$ cat src/common/memory_io_timer_array_defs.vh
`ifndef MEMORY_IO_TIMER_ARRAY_DEFS_VH
`define MEMORY_IO_TIMER_ARRAY_DEFS_VH
// ==========================================
// Internal element decode (address bits)
// ==========================================
`define MIT_SEL_TIMER_BIT 2
`define MIT_IRQ_EN_BIT 3
`define MIT_REG_PORT_A 2'h0
`define MIT_REG_DIR_A 2'h1
`define MIT_REG_PORT_B 2'h2
`define MIT_REG_DIR_B 2'h3
// Timer read: address bit 0 picks count or flag
`define MIT_TMR_RD_FLAG_BIT 0
// ==========================================
// Prescale codes and terminal masks
// ==========================================
`define MIT_DIV_1 2'h0
`define MIT_DIV_8 2'h1
`define MIT_DIV_64 2'h2
`define MIT_DIV_1024 2'h3
`define MIT_MASK_1 10'h000
`define MIT_MASK_8 10'h007
`define MIT_MASK_64 10'h03f
`define MIT_MASK_1024 10'h3ff
// ==========================================
// Reset values, count zero and wrap load
// ==========================================
`define MIT_RST_DIR 8'h00
`define MIT_RST_LATCH 8'h00
`define MIT_RST_COUNT 8'h00
`define MIT_RST_PRESC 10'h000
`define MIT_RST_DATA 8'h00
`define MIT_PIN_IDLE 8'hff
`define MIT_COUNT_ZERO 8'h00
`define MIT_COUNT_WRAP 8'hff
`endif

$ cat src/rtl/memory_io_timer_array.v
// Behaviour
// - Reset clears directions, latches, interrupt enable
// - Data drivers off except during reads
// - Direction input high reads, low writes
// - Interrupt pin idles high, low pending
// - Direction bit one drives latch out
// - Input pins held high, read one
// - Port read: pins for inputs, latch outputs
// - Latch changes only on host writes
// - Bits five, six build-time chip selects
// - ROM 1024 bytes, ten address bits
// - RAM 64 bytes, six address bits
// - Eight-bit count, prescale 1/8/64/1024
// - Timer write loads count and prescale
// - Address bit three sets interrupt enable
// - Read before flag gives intervals left
// - Zero then next event: flag, wrap, fast
// - After flag read gives elapsed periods
// - Write or later count read clears flag
// - Flag read on bit seven, rest zero
`include "memory_io_timer_array_defs.vh"
`default_nettype none

module memory_io_timer_array #(
   parameter CS1_IS_SELECT = 1,
   parameter CS2_IS_SELECT = 1,
   parameter CS1_ACTIVE = 1'b0,
   parameter CS2_ACTIVE = 1'b0,
   parameter [7:0] ROM_SEED = 8'h5a
) (
   input wire core_clk,
   input wire rstn,
   input wire access_strobe,
   input wire read_not_write,
   input wire [9:0] host_address_pins,
   input wire rom_region_select,
   input wire ram_select,
   input wire io_timer_select,
   input wire [7:0] host_data_in,
   output reg [7:0] host_data_out,
   output reg [7:0] host_data_oe_n,
   input wire [7:0] port_a_in,
   output reg [7:0] port_a_out,
   output reg [7:0] port_a_oe_n,
   input wire [7:0] port_b_in,
   output reg [7:0] port_b_out,
   output reg [7:0] port_b_oe_n
);

   // ==========================================
   // Functions
   // ==========================================
   // Mask ROM contents; the pattern stands in for a customer mask
   function [7:0] rom_byte;
      input [9:0] addr;
      begin
         rom_byte = addr[7:0] ^ {6'h00, addr[9:8]} ^ ROM_SEED;
      end
   endfunction

   // Prescaler terminal mask for a divide choice
   function [9:0] div_mask;
      input [1:0] sel;
      begin
         case (sel)
            `MIT_DIV_1: div_mask = `MIT_MASK_1;
            `MIT_DIV_8: div_mask = `MIT_MASK_8;
            `MIT_DIV_64: div_mask = `MIT_MASK_64;
            default: div_mask = `MIT_MASK_1024;
         endcase
      end
   endfunction

   // Port read: pins where input, latch where output
   function [7:0] port_read;
      input [7:0] pins;
      input [7:0] latch;
      input [7:0] dir;
      begin
         port_read = (pins & ~dir) | (latch & dir);
      end
   endfunction

   // ==========================================
   // State
   // ==========================================
   reg [7:0] dir_a_r;
   reg [7:0] dir_b_r;
   reg [7:0] latch_a_r;
   reg [7:0] latch_b_r;
   reg [7:0] count_r;
   reg [9:0] presc_r;
   reg [1:0] div_sel_r;
   reg flag_r;
   reg irq_en_r;
   reg fast_r;
   reg [7:0] ram [0:63];
   reg [7:0] pa_s1_r;
   reg [7:0] pa_s2_r;
   reg [7:0] pa_s3_r;
   reg [7:0] pa_r;
   reg [7:0] pb_s1_r;
   reg [7:0] pb_s2_r;
   reg [7:0] pb_s3_r;
   reg [7:0] pb_r;

   // ==========================================
   // Pin synchronisers
   // ==========================================
   // Three stages; value accepted once stages two and three agree
   always @(posedge core_clk or negedge rstn) begin
      if (!rstn) begin
         pa_s1_r <= `MIT_PIN_IDLE;
         pa_s2_r <= `MIT_PIN_IDLE;
         pa_s3_r <= `MIT_PIN_IDLE;
         pa_r <= `MIT_PIN_IDLE;
         pb_s1_r <= `MIT_PIN_IDLE;
         pb_s2_r <= `MIT_PIN_IDLE;
         pb_s3_r <= `MIT_PIN_IDLE;
         pb_r <= `MIT_PIN_IDLE;
      end else begin
         pa_s1_r <= port_a_in;
         pa_s2_r <= pa_s1_r;
         pa_s3_r <= pa_s2_r;
         pa_r <= (pa_s2_r & pa_s3_r) | (pa_r & (pa_s2_r ^ pa_s3_r));
         pb_s1_r <= port_b_in;
         pb_s2_r <= pb_s1_r;
         pb_s3_r <= pb_s2_r;
         pb_r <= (pb_s2_r & pb_s3_r) | (pb_r & (pb_s2_r ^ pb_s3_r));
      end
   end

   // ==========================================
   // Address decode
   // ==========================================
   wire cs1_ok;
   wire cs2_ok;
   wire chip_sel;
   wire rom_acc;
   wire ram_acc;
   wire io_acc;
   wire tmr_acc;
   wire reg_acc;
   wire is_read;
   wire is_write;
   wire [1:0] reg_sel;

   // Chip selects only when built as such; a port build ignores the pin
   assign cs1_ok = (CS1_IS_SELECT == 0) || (pb_r[5] == CS1_ACTIVE);
   assign cs2_ok = (CS2_IS_SELECT == 0) || (pb_r[6] == CS2_ACTIVE);
   assign chip_sel = access_strobe & cs1_ok & cs2_ok;
   assign is_read = read_not_write;
   assign is_write = ~read_not_write;
   assign rom_acc = chip_sel & rom_region_select;
   assign ram_acc = chip_sel & ~rom_region_select & ram_select;
   assign io_acc = chip_sel & ~rom_region_select & ~ram_select & io_timer_select;
   assign tmr_acc = io_acc & host_address_pins[`MIT_SEL_TIMER_BIT];
   assign reg_acc = io_acc & ~host_address_pins[`MIT_SEL_TIMER_BIT];
   assign reg_sel = host_address_pins[1:0];

   // ==========================================
   // Port registers
   // ==========================================
   // Reads never touch the latches; only a write can change them
   always @(posedge core_clk or negedge rstn) begin
      if (!rstn) begin
         dir_a_r <= `MIT_RST_DIR;
         dir_b_r <= `MIT_RST_DIR;
         latch_a_r <= `MIT_RST_LATCH;
         latch_b_r <= `MIT_RST_LATCH;
      end else if (reg_acc && is_write) begin
         case (reg_sel)
            `MIT_REG_PORT_A: latch_a_r <= host_data_in;
            `MIT_REG_DIR_A: dir_a_r <= host_data_in;
            `MIT_REG_PORT_B: latch_b_r <= host_data_in;
            default: dir_b_r <= host_data_in;
         endcase
      end
   end

   // RAM write; no reset so it maps to plain storage
   always @(posedge core_clk) begin
      if (ram_acc && is_write) begin
         ram[host_address_pins[5:0]] <= host_data_in;
      end
   end

   // ==========================================
   // Interval timer
   // ==========================================
   wire tick;
   wire set_flag;
   wire tmr_wr;
   wire tmr_rd;
   wire [9:0] presc_mask;

   // Once the count has wrapped the prescale is bypassed until a write
   assign presc_mask = div_mask(div_sel_r);
   assign tick = fast_r | ((presc_r & presc_mask) == presc_mask);
   assign set_flag = tick & ~fast_r & (count_r == `MIT_COUNT_ZERO);
   assign tmr_wr = tmr_acc & is_write;
   assign tmr_rd = tmr_acc & is_read;

   // Counter, prescaler and divide choice
   always @(posedge core_clk or negedge rstn) begin
      if (!rstn) begin
         count_r <= `MIT_RST_COUNT;
         presc_r <= `MIT_RST_PRESC;
         div_sel_r <= `MIT_DIV_1;
      end else if (tmr_wr) begin
         count_r <= host_data_in;
         div_sel_r <= host_address_pins[1:0];
         presc_r <= `MIT_RST_PRESC;
      end else begin
         presc_r <= presc_r + 10'h001;
         if (set_flag) begin
            count_r <= `MIT_COUNT_WRAP;
         end else if (tick) begin
            count_r <= count_r - 8'h01;
         end
      end
   end

   // Flag and enable; setting beats a same-cycle read clear
   always @(posedge core_clk or negedge rstn) begin
      if (!rstn) begin
         flag_r <= 1'b0;
         irq_en_r <= 1'b0;
      end else begin
         if (tmr_acc) begin
            irq_en_r <= host_address_pins[`MIT_IRQ_EN_BIT];
         end
         if (tmr_wr) begin
            flag_r <= 1'b0;
         end else if (set_flag) begin
            flag_r <= 1'b1;
         end else if (tmr_rd && !host_address_pins[`MIT_TMR_RD_FLAG_BIT]) begin
            flag_r <= 1'b0;
         end
      end
   end

   // Kept apart from the flag so a clearing read keeps the fast rate
   always @(posedge core_clk or negedge rstn) begin
      if (!rstn) begin
         fast_r <= 1'b0;
      end else if (tmr_wr) begin
         fast_r <= 1'b0;
      end else if (set_flag) begin
         fast_r <= 1'b1;
      end
   end

   // ==========================================
   // Read data path
   // ==========================================
   reg [7:0] rd_nxt;
   reg rd_en_nxt;

   // Select the byte a read returns
   always @* begin
      rd_nxt = `MIT_RST_DATA;
      rd_en_nxt = chip_sel & is_read & (rom_acc | ram_acc | io_acc);
      if (rom_acc) begin
         rd_nxt = rom_byte(host_address_pins);
      end else if (ram_acc) begin
         rd_nxt = ram[host_address_pins[5:0]];
      end else if (tmr_acc) begin
         if (host_address_pins[`MIT_TMR_RD_FLAG_BIT]) begin
            rd_nxt = {flag_r, 7'h00};
         end else begin
            rd_nxt = count_r;
         end
      end else if (reg_acc) begin
         case (reg_sel)
            `MIT_REG_PORT_A: rd_nxt = port_read(pa_r, latch_a_r, dir_a_r);
            `MIT_REG_DIR_A: rd_nxt = dir_a_r;
            `MIT_REG_PORT_B: rd_nxt = port_read(pb_r, latch_b_r, dir_b_r);
            default: rd_nxt = dir_b_r;
         endcase
      end
   end

   // Drivers enabled only for the cycle of a read answer
   always @(posedge core_clk or negedge rstn) begin
      if (!rstn) begin
         host_data_out <= `MIT_RST_DATA;
         host_data_oe_n <= 8'hff;
      end else begin
         host_data_out <= rd_nxt;
         host_data_oe_n <= {8{~rd_en_nxt}};
      end
   end

   // ==========================================
   // Port pin drivers
   // ==========================================
   reg [7:0] pa_out_nxt;
   reg [7:0] pa_oe_nxt;
   reg [7:0] pb_out_nxt;
   reg [7:0] pb_oe_nxt;

   // Inputs float at the high level; outputs drive the latch
   always @* begin
      pa_out_nxt = latch_a_r | ~dir_a_r;
      pa_oe_nxt = ~dir_a_r;
      pb_out_nxt = latch_b_r | ~dir_b_r;
      pb_oe_nxt = ~dir_b_r;
      if (CS1_IS_SELECT != 0) begin
         pb_oe_nxt[5] = 1'b1;
         pb_out_nxt[5] = 1'b1;
      end
      if (CS2_IS_SELECT != 0) begin
         pb_oe_nxt[6] = 1'b1;
         pb_out_nxt[6] = 1'b1;
      end
      // Pending interrupt pulls bit seven low, overriding the port
      if (irq_en_r && flag_r) begin
         pb_out_nxt[7] = 1'b0;
         pb_oe_nxt[7] = 1'b0;
      end
   end

   // Registered pin drive; costs a cycle but keeps outputs clean
   always @(posedge core_clk or negedge rstn) begin
      if (!rstn) begin
         port_a_out <= `MIT_PIN_IDLE;
         port_a_oe_n <= 8'hff;
         port_b_out <= `MIT_PIN_IDLE;
         port_b_oe_n <= 8'hff;
      end else begin
         port_a_out <= pa_out_nxt;
         port_a_oe_n <= pa_oe_nxt;
         port_b_out <= pb_out_nxt;
         port_b_oe_n <= pb_oe_nxt;
      end
   end

endmodule // memory_io_timer_array

`default_nettype wire

$ cat config.mk
export PLATFORM = sky130hd
export DESIGN_NAME = memory_io_timer_array
export DESIGN_NICKNAME = d
export VERILOG_FILES = /design/src/rtl/memory_io_timer_array.v
export VERILOG_INCLUDE_DIRS = /design/src /design/src/common
export SDC_FILE = /design/constraint.sdc
export NUM_CORES = 1
export LEC_CHECK = 0
export BUFFER_PORTS_ARGS = -buffer_cell sky130_fd_sc_hd__buf_2
export CORE_UTILIZATION = 40
export CTS_CLUSTER_DIAMETER = 200
export DETAILED_ROUTE_END_ITERATION = 10
export MAX_ROUTING_LAYER = met4
export PLACE_DENSITY = 0.57
export SLEW_MARGIN = 20
export SYNTH_ARGS = -nofsm -noshare
export SYNTH_HDL_FRONTEND = slang
export SYNTH_SLANG_ARGS = --single-unit
$ cat constraint.sdc
create_clock -name core_clk -period 2.26 [get_ports core_clk]
set_clock_uncertainty 0.1 [all_clocks]
set_input_delay 0.113 -clock core_clk [delete_from_list [all_inputs] [get_ports core_clk]]
set_output_delay 0.113 -clock core_clk [all_outputs]
set_load 0.01 [all_outputs]
==> impl_metrics.py, run 1 <==
metrics = {
    "floorplan": {
        "rows": 93,
        "die_y_um": 259,
        "core_area_um2": 64800,
        "die_w_um": 259,
        "dieArea_um2": 66900,
        "start_util_pct": 40.7,
        "pin_count": 89,
    },
    "worst_hold_path": {
        "hp-class": "in2reg",
    },
    "timing": {
        "rsz0062_at_grt": "true",
        "slew-limit-headroom_pct": 31.6,
        "fin_crit_sh_pct": 103,
        "drv_slew": 0,
        "period_needed_ns": 2.32,
        "holdWs_ns": 0.0381,
        "worstMarginPinSlew_ns": 1.03,
        "setup_ws_ns": -0.0636,
        "hold_viol": 0,
        "setup_violations": 101,
        "setup_tns_ns": -2.89,
        "fmax_mhz": 430,
    },
    "status": {
        "status": "finished, violations left",
        "violations": "negative setup slack",
    },
    "route": {
        "vias_per_cell": 5.54,
        "ant_nets": 0,
        "route.detailed.wl_per_inst_um": 25.6,
        "wirelength_um": 71000,
        "drtIter0Drc": 1450,
        "drc": 0,
        "first_pass_iters": 5,
        "num_vias": 15400,
    },
    "final_layout": {
        "diodes": 0,
        "finish.utilization_pct": 50.9,
        "drive_gt1_share_pct": 39.1,
        "largest_reg_flops": 512,
        "n_fill_cell": 5301,
        "nets": 1924,
        "multiInputGateArea_um2": 6700,
        "stdcell_area_um2": 33000,
        "seqCellArea_um2": 19400,
        "syn_to_final_growth_pct": 25.1,
    },
    "clock_tree": {
        "root_buffer": "clkbuf_16",
        "cts.sinks": 668,
        "cts-buffers-inserted": 72,
        "cts_max_level": 3,
        "clockBufferDepth": 3,
        "clkTransAtPathRegs_ns": 0.06,
        "clock_latency_ns": 0.62,
        "cts_tree": "built",
    },
    "setup_path": {
        "critPathLaunchType": "register",
        "path_max_fanout": 8,
        "r2r_slack_ns": -0.06,
        "crit_required_ns": 2.48,
        "cp.arrival_ns": 2.55,
        "worstSetupPathType": "reg2reg",
        "crit_path_end_kind": "register",
    },
    "place": {
        "post_dp_cell_area_um2": 29700,
        "globalplace.congestion": 0.901,
        "dpl.hpwl_um": 47700,
        "portBuffers": 84,
    },
    "global_route": {
        "grt.total_usage_pct": 22.1,
        "overflow": 0,
        "antenna_found_initial": 1,
        "grt_max_degree": 48,
        "grt_pass1_wl_um": 104000,
        "grt_pass1_vias": 15500,
    },
    "synth": {
        "synth_area_leaders": "edfxtp_1 58%, dfstp_2 9.3%, mux4_2 7.9%",
        "synth_top_cell_area_share_pct": 58.4,
        "ys_warn_count": 0,
        "synth_area_per_cell_um2": 17.7,
        "syn_area_um2": 26300,
        "ys_seq_area_share_pct": 73.6,
        "synth.distinct_cells": 62,
        "async_flop_share_pct": 23.4,
        "synth_edf_count": 512,
        "ys_seq_elements": 668,
        "synthFlopType": "edfxtp_1",
        "yosys.area.top_type": "edfxtp_1",
        "syn_inst": 1492,
    },
    "power_and_ir_drop": {
        "ir_drop_v": 0.000585,
        "leakage_nw": 11.8,
        "p_per_area_nw_per_um2": 838,
        "finalPower_w": 0.0276,
    },
    "run": {
        "maxCapViolCount": 0,
    },
}
## stage by stage
stage / setup WS (ns) / std cells
2_1_floorplan: -0.133 / 1495
3_3_place_gp: -0.215 / 2610
3_5_place_dp: -0.269 / 2610
4_1_cts: -0.0155 / 2773
5_1_grt: -0.0848 / 2773
6_report: -0.0636 / 2773
## Yosys cell counts (19+ instances only)
library cell / n
a21oi_1: 36
a22oi_1: 31
buf_4: 20
clkbuf_1: 29
dfrtp_1: 63
dfstp_2: 93
edfxtp_1: 512
ha_1: 19
inv_1: 25
mux2_2: 36
mux2i_1: 74
mux4_2: 92
nand2_1: 43
nand3_1: 26
nor2_1: 117
nor3_1: 25
o21ai_0: 33
## report_power, final
part / internal (W) / total (W) / switching [W]
combinational: 0.000870 / 0.00201 / 0.00114
sequential: 0.0136 / 0.0140 / 0.000329
clock: 0.00683 / 0.0116 / 0.00480
## cell type report
class,count,area share (%)
clock inverter,28,0.839
multi-input combinational,721,20.3
tap,855,3.24
timing repair buffer,375,10.2
inverter,26,0.296
sequential,668,58.8
clock buffer,100,6.31
## cell usage in the layout (no fill, tap or decap), types with 36 or more instances in the layout
master     count
edfxtp_1     512
buf_4        162
mux4_2        94
dfstp_2       93
buf_2         80
clkbuf_16     75
mux2i_1       74
dfrtp_1       63
buf_6         62
nor2_1        60
nand2_1       41
nor2_2        36
a21oi_1       36
mux2_2        36
## worst max-delay path, stage by stage, from the launching register on
cell	delay [ns]
dfstp_2	0.38
nor3b_2	0.16
buf_4	0.15
nand3b_1	0.23
nor3_1	0.25
buf_4	0.17
nand3_2	0.10
buf_6	0.17
nor2_2	0.13
buf_6	0.18
## repair_timing
action | in CTS | in global routing
gates cloned | 0 | 0
buffers inserted | 0 | 1
resized for setup | 26 | 123
hold buffers | 35 | 0
endpoints found under the setup margin | 88 | 516
hold endpoints to repair | 237 | 0
pin swaps | 1 | 3
## kinds of logic (layout without fill, tap and decap cells)
kind of cell / Yosys count / after routing / synth area share (%)
buffers and inverters: 106 / 529 / 2.20
AO/OA/AOI/OAI: 194 / 194 / 4.98
other: 1 / 4 / 0.0142
AND/OR/NAND/NOR: 287 / 287 / 5.19
multiplexers: 208 / 208 / 12.8
adder cells (fa/ha/maj): 19 / 19 / 0.902
XOR/XNOR: 9 / 9 / 0.299
flip-flops: 668 / 668 / 73.6
## per-layer routing
| layer | share of wire (%) | wire (um) | track usage, % | vias up |
|---|---|---|---|---|
| met2 | 48 | 33700 | 34.0 | 611 |
| met1 | 42 | 30200 | 29.4 | 8029 |
| li1 | - | - | - | 6595 |
| met4 | 3.0 | 2130 | 7.18 | 0 |
| met3 | 7.0 | 4980 | 4.44 | 129 |
| met5 | 0 | 0 | - | - |
## final timing paths
kind,startpoint,endpoint,depth (start not counted)
worst max-delay path,pb_r[6]$_DFF_PN1_,ram[63][4]$_DFFE_PP_,9
max in group asynchronous,rstn,count_r[3]$_DFFE_PN0P_,3
worst max register to register,pb_r[6]$_DFF_PN1_,ram[63][4]$_DFFE_PP_,9
worst min register to register,pb_s1_r[4]$_DFF_PN1_,pb_s2_r[4]$_DFF_PN1_,0
min in group asynchronous,rstn,pb_s3_r[7]$_DFF_PN1_,2
worst min-delay path,port_b_in[1],pb_s1_r[1]$_DFF_PN1_,2
No activity file was read; power rests on OpenSTA's default activity.
==> inputs of run 2 (changes only) <==
RECOVER_POWER = 100   (was default)
REMOVE_ABC_BUFFERS = 1   (was default)
==> run 2 against run 1 <==
The flow finishes with violations (max-capacitance violations, max-slew violations). Combinational power hardly changed. Wire length is 1.1% lower. Sequential cell count unchanged. Count of clock-buffer cells in the layout fell by 12. First-iteration DRC count grew 9.7%. Sequential power about the same. Sequential share of layout area increased by 0.66 points. Core utilization down 0.56 points. Global-route usage is 0.24 points lower. Non-clock buffer count up 20. Critical endpoint is now host_data_out[3]$_DFF_PN0_. Largest power group unchanged.
==> impl_metrics.py, run 2 (same netlist as run 1, synthesis figures left out) <==
metrics = {
    "floorplan": {
        "core_area_um2": 64800,
        "pin_count": 89,
        "die_y_um": 259,
        "die_w_um": 259,
        "dieArea_um2": 66900,
        "start_util_pct": 40.7,
        "rows": 93,
    },
    "final_layout": {
        "final_common_cell": "edfxtp_1",
        "nets": 1944,
        "finalNonFillerCells": 2797,
        "multiInputGateArea_um2": 6550,
        "drive_gt1_share_pct": 34.5,
        "seqCellArea_um2": 19400,
        "n_fill_cell": 5322,
        "syn_to_final_growth_pct": 23.7,
        "layout.cells.most_common_list": "512 x edfxtp_1, 208 x buf_4, 93 x mux4_2",
        "largest_reg_flops": 512,
    },
    "setup_path": {
        "crit_required_ns": 2.63,
        "r2r_start": "pb_r[6]$_DFF_PN1_",
        "worstSetupPathType": "reg2reg",
        "cpLargestDelayFamily": "simple AND/OR/NAND/NOR gates",
        "path_max_fanout": 5,
        "cpMostUsedCell": "buf_4",
        "worstSetupStartpoint": "pb_r[6]$_DFF_PN1_",
        "crit_cells": 8,
        "critPathMaxStageDelay_ns": 0.39,
        "worstReg2RegEnd": "host_data_out[3]$_DFF_PN0_",
        "path_cells": "buf_4, or3b_1, buf_4, nor3b_2, buf_6, o211ai_1, a21oi_2, a22oi_1",
        "crit_buf_inv": 3,
        "crit_path_end_kind": "register",
        "r2r_slack_ns": 0.04,
        "r2r_cells": 8,
        "cp.arrival_ns": 2.59,
        "crit_path_end": "host_data_out[3]$_DFF_PN0_",
        "critPathLaunchType": "register",
        "cp_slowest_cell": "or3b_1",
    },
    "power_and_ir_drop": {
        "ir_drop_v": 0.000469,
        "finalPower_w": 0.0273,
        "leakage_nw": 11.8,
        "p_per_area_nw_per_um2": 836,
    },
    "timing": {
        "holdWs_ns": 0.0358,
        "fin_crit_sh_pct": 98.1,
        "period_needed_ns": 2.22,
        "setup_violations": 0,
        "drv_slew": 106,
        "worstMarginPinSlew_ns": 2.42,
        "fmax_mhz": 451,
        "hold_viol": 0,
        "rsz0062_at_grt": "true",
        "slew-limit-headroom_pct": -61.4,
        "setup_tns_ns": 0,
    },
    "route": {
        "wirelength_um": 70300,
        "vias_per_cell": 5.48,
        "drtIter0Drc": 1591,
        "drc": 0,
        "num_vias": 15300,
        "ant_nets": 0,
        "route.detailed.wl_per_inst_um": 25.1,
        "first_pass_iters": 5,
    },
    "worst_hold_path": {
        "holdPathStages": 2,
        "hp-class": "in2reg",
    },
    "status": {
        "status": "finished, violations left",
        "violations": "max-capacitance violations, max-slew violations",
    },
    "clock_tree": {
        "cts_max_level": 3,
        "clock_latency_ns": 0.61,
        "cts-buffers-inserted": 72,
        "cts.sinks": 668,
        "cts_tree": "built",
        "clkTransAtPathRegs_ns": 0.06,
        "root_buffer": "clkbuf_16",
        "clockBufferDepth": 3,
        "post_cts_buffers": 0,
    },
    "place": {
        "globalplace.congestion": 0.923,
        "dp.cells": 2631,
        "portBuffers": 84,
        "dpl.hpwl_um": 47200,
    },
    "global_route": {
        "grt_max_degree": 70,
        "grt.total_usage_pct": 21.8,
        "antenna_found_initial": 2,
        "overflow": 0,
        "grt_pass1_vias": 15700,
        "grt_pass1_wl_um": 103000,
    },
    "run": {
        "maxCapViolCount": 3,
    },
}
## run 2: where the power goes
part	switching [W]	internal, W
Clock	0.00480	0.00650
Sequential	0.000300	0.0136
Combinational	0.00116	0.000872
Total	0.00626	0.0210
## run 2: worst min-delay path by stage
stage,from,endpoint,slack [ns]
floorplan,rstn,count_r[0]$_DFFE_PN0P_,-0.28
global placement,rstn,dir_b_r[4]$_DFFE_PN0P_,0.05
detailed placement,rstn,latch_a_r[1]$_DFFE_PN0P_,0.05
CTS,port_b_in[1],pb_s1_r[1]$_DFF_PN1_,0.006
global route,host_address_pins[4],host_data_out[4]$_DFF_PN0_,0.02
finish,port_b_in[5],pb_s1_r[5]$_DFF_PN1_,0.04
## run 2: final cells by class
class	count	share of cell area (%)
multi-input combinational	721	20.1
tap	855	3.28
timing repair buffer	395	9.91
sequential	668	59.5
inverter	26	0.299
antenna	1	0.00767
clock buffer	88	5.84
clock inverter	43	1.09
## run 2: metrics by stage
stage               setup slack, ns  util [%]  area (um2)
floorplan                    -0.326         -       25900
global placement             -0.310      46.1       29800
detailed placement           -0.265      46.1       29800
CTS                         0.00201      50.1       32500
global route                -0.0430      50.3       32600
finish                       0.0423      50.3       32600
## run 2: timing repair
item                                    CTS  global route
endpoints found under the setup margin  404           464
endpoints found under the hold margin   246             0
gates resized for setup                  11            67
gates cloned                              0             0
hold buffers                             34             0
pin swaps                                 1             1
## run 2: routing by layer
metal  vias to the layer above  global-route usage (%)  wire length, um
li1                       6669                       -                -
met1                      7978                    29.1            29900
met2                       566                    33.5            33500
met3                       112                    5.13             5170
met4                         0                    6.18             1700
met5                         -                       -                0
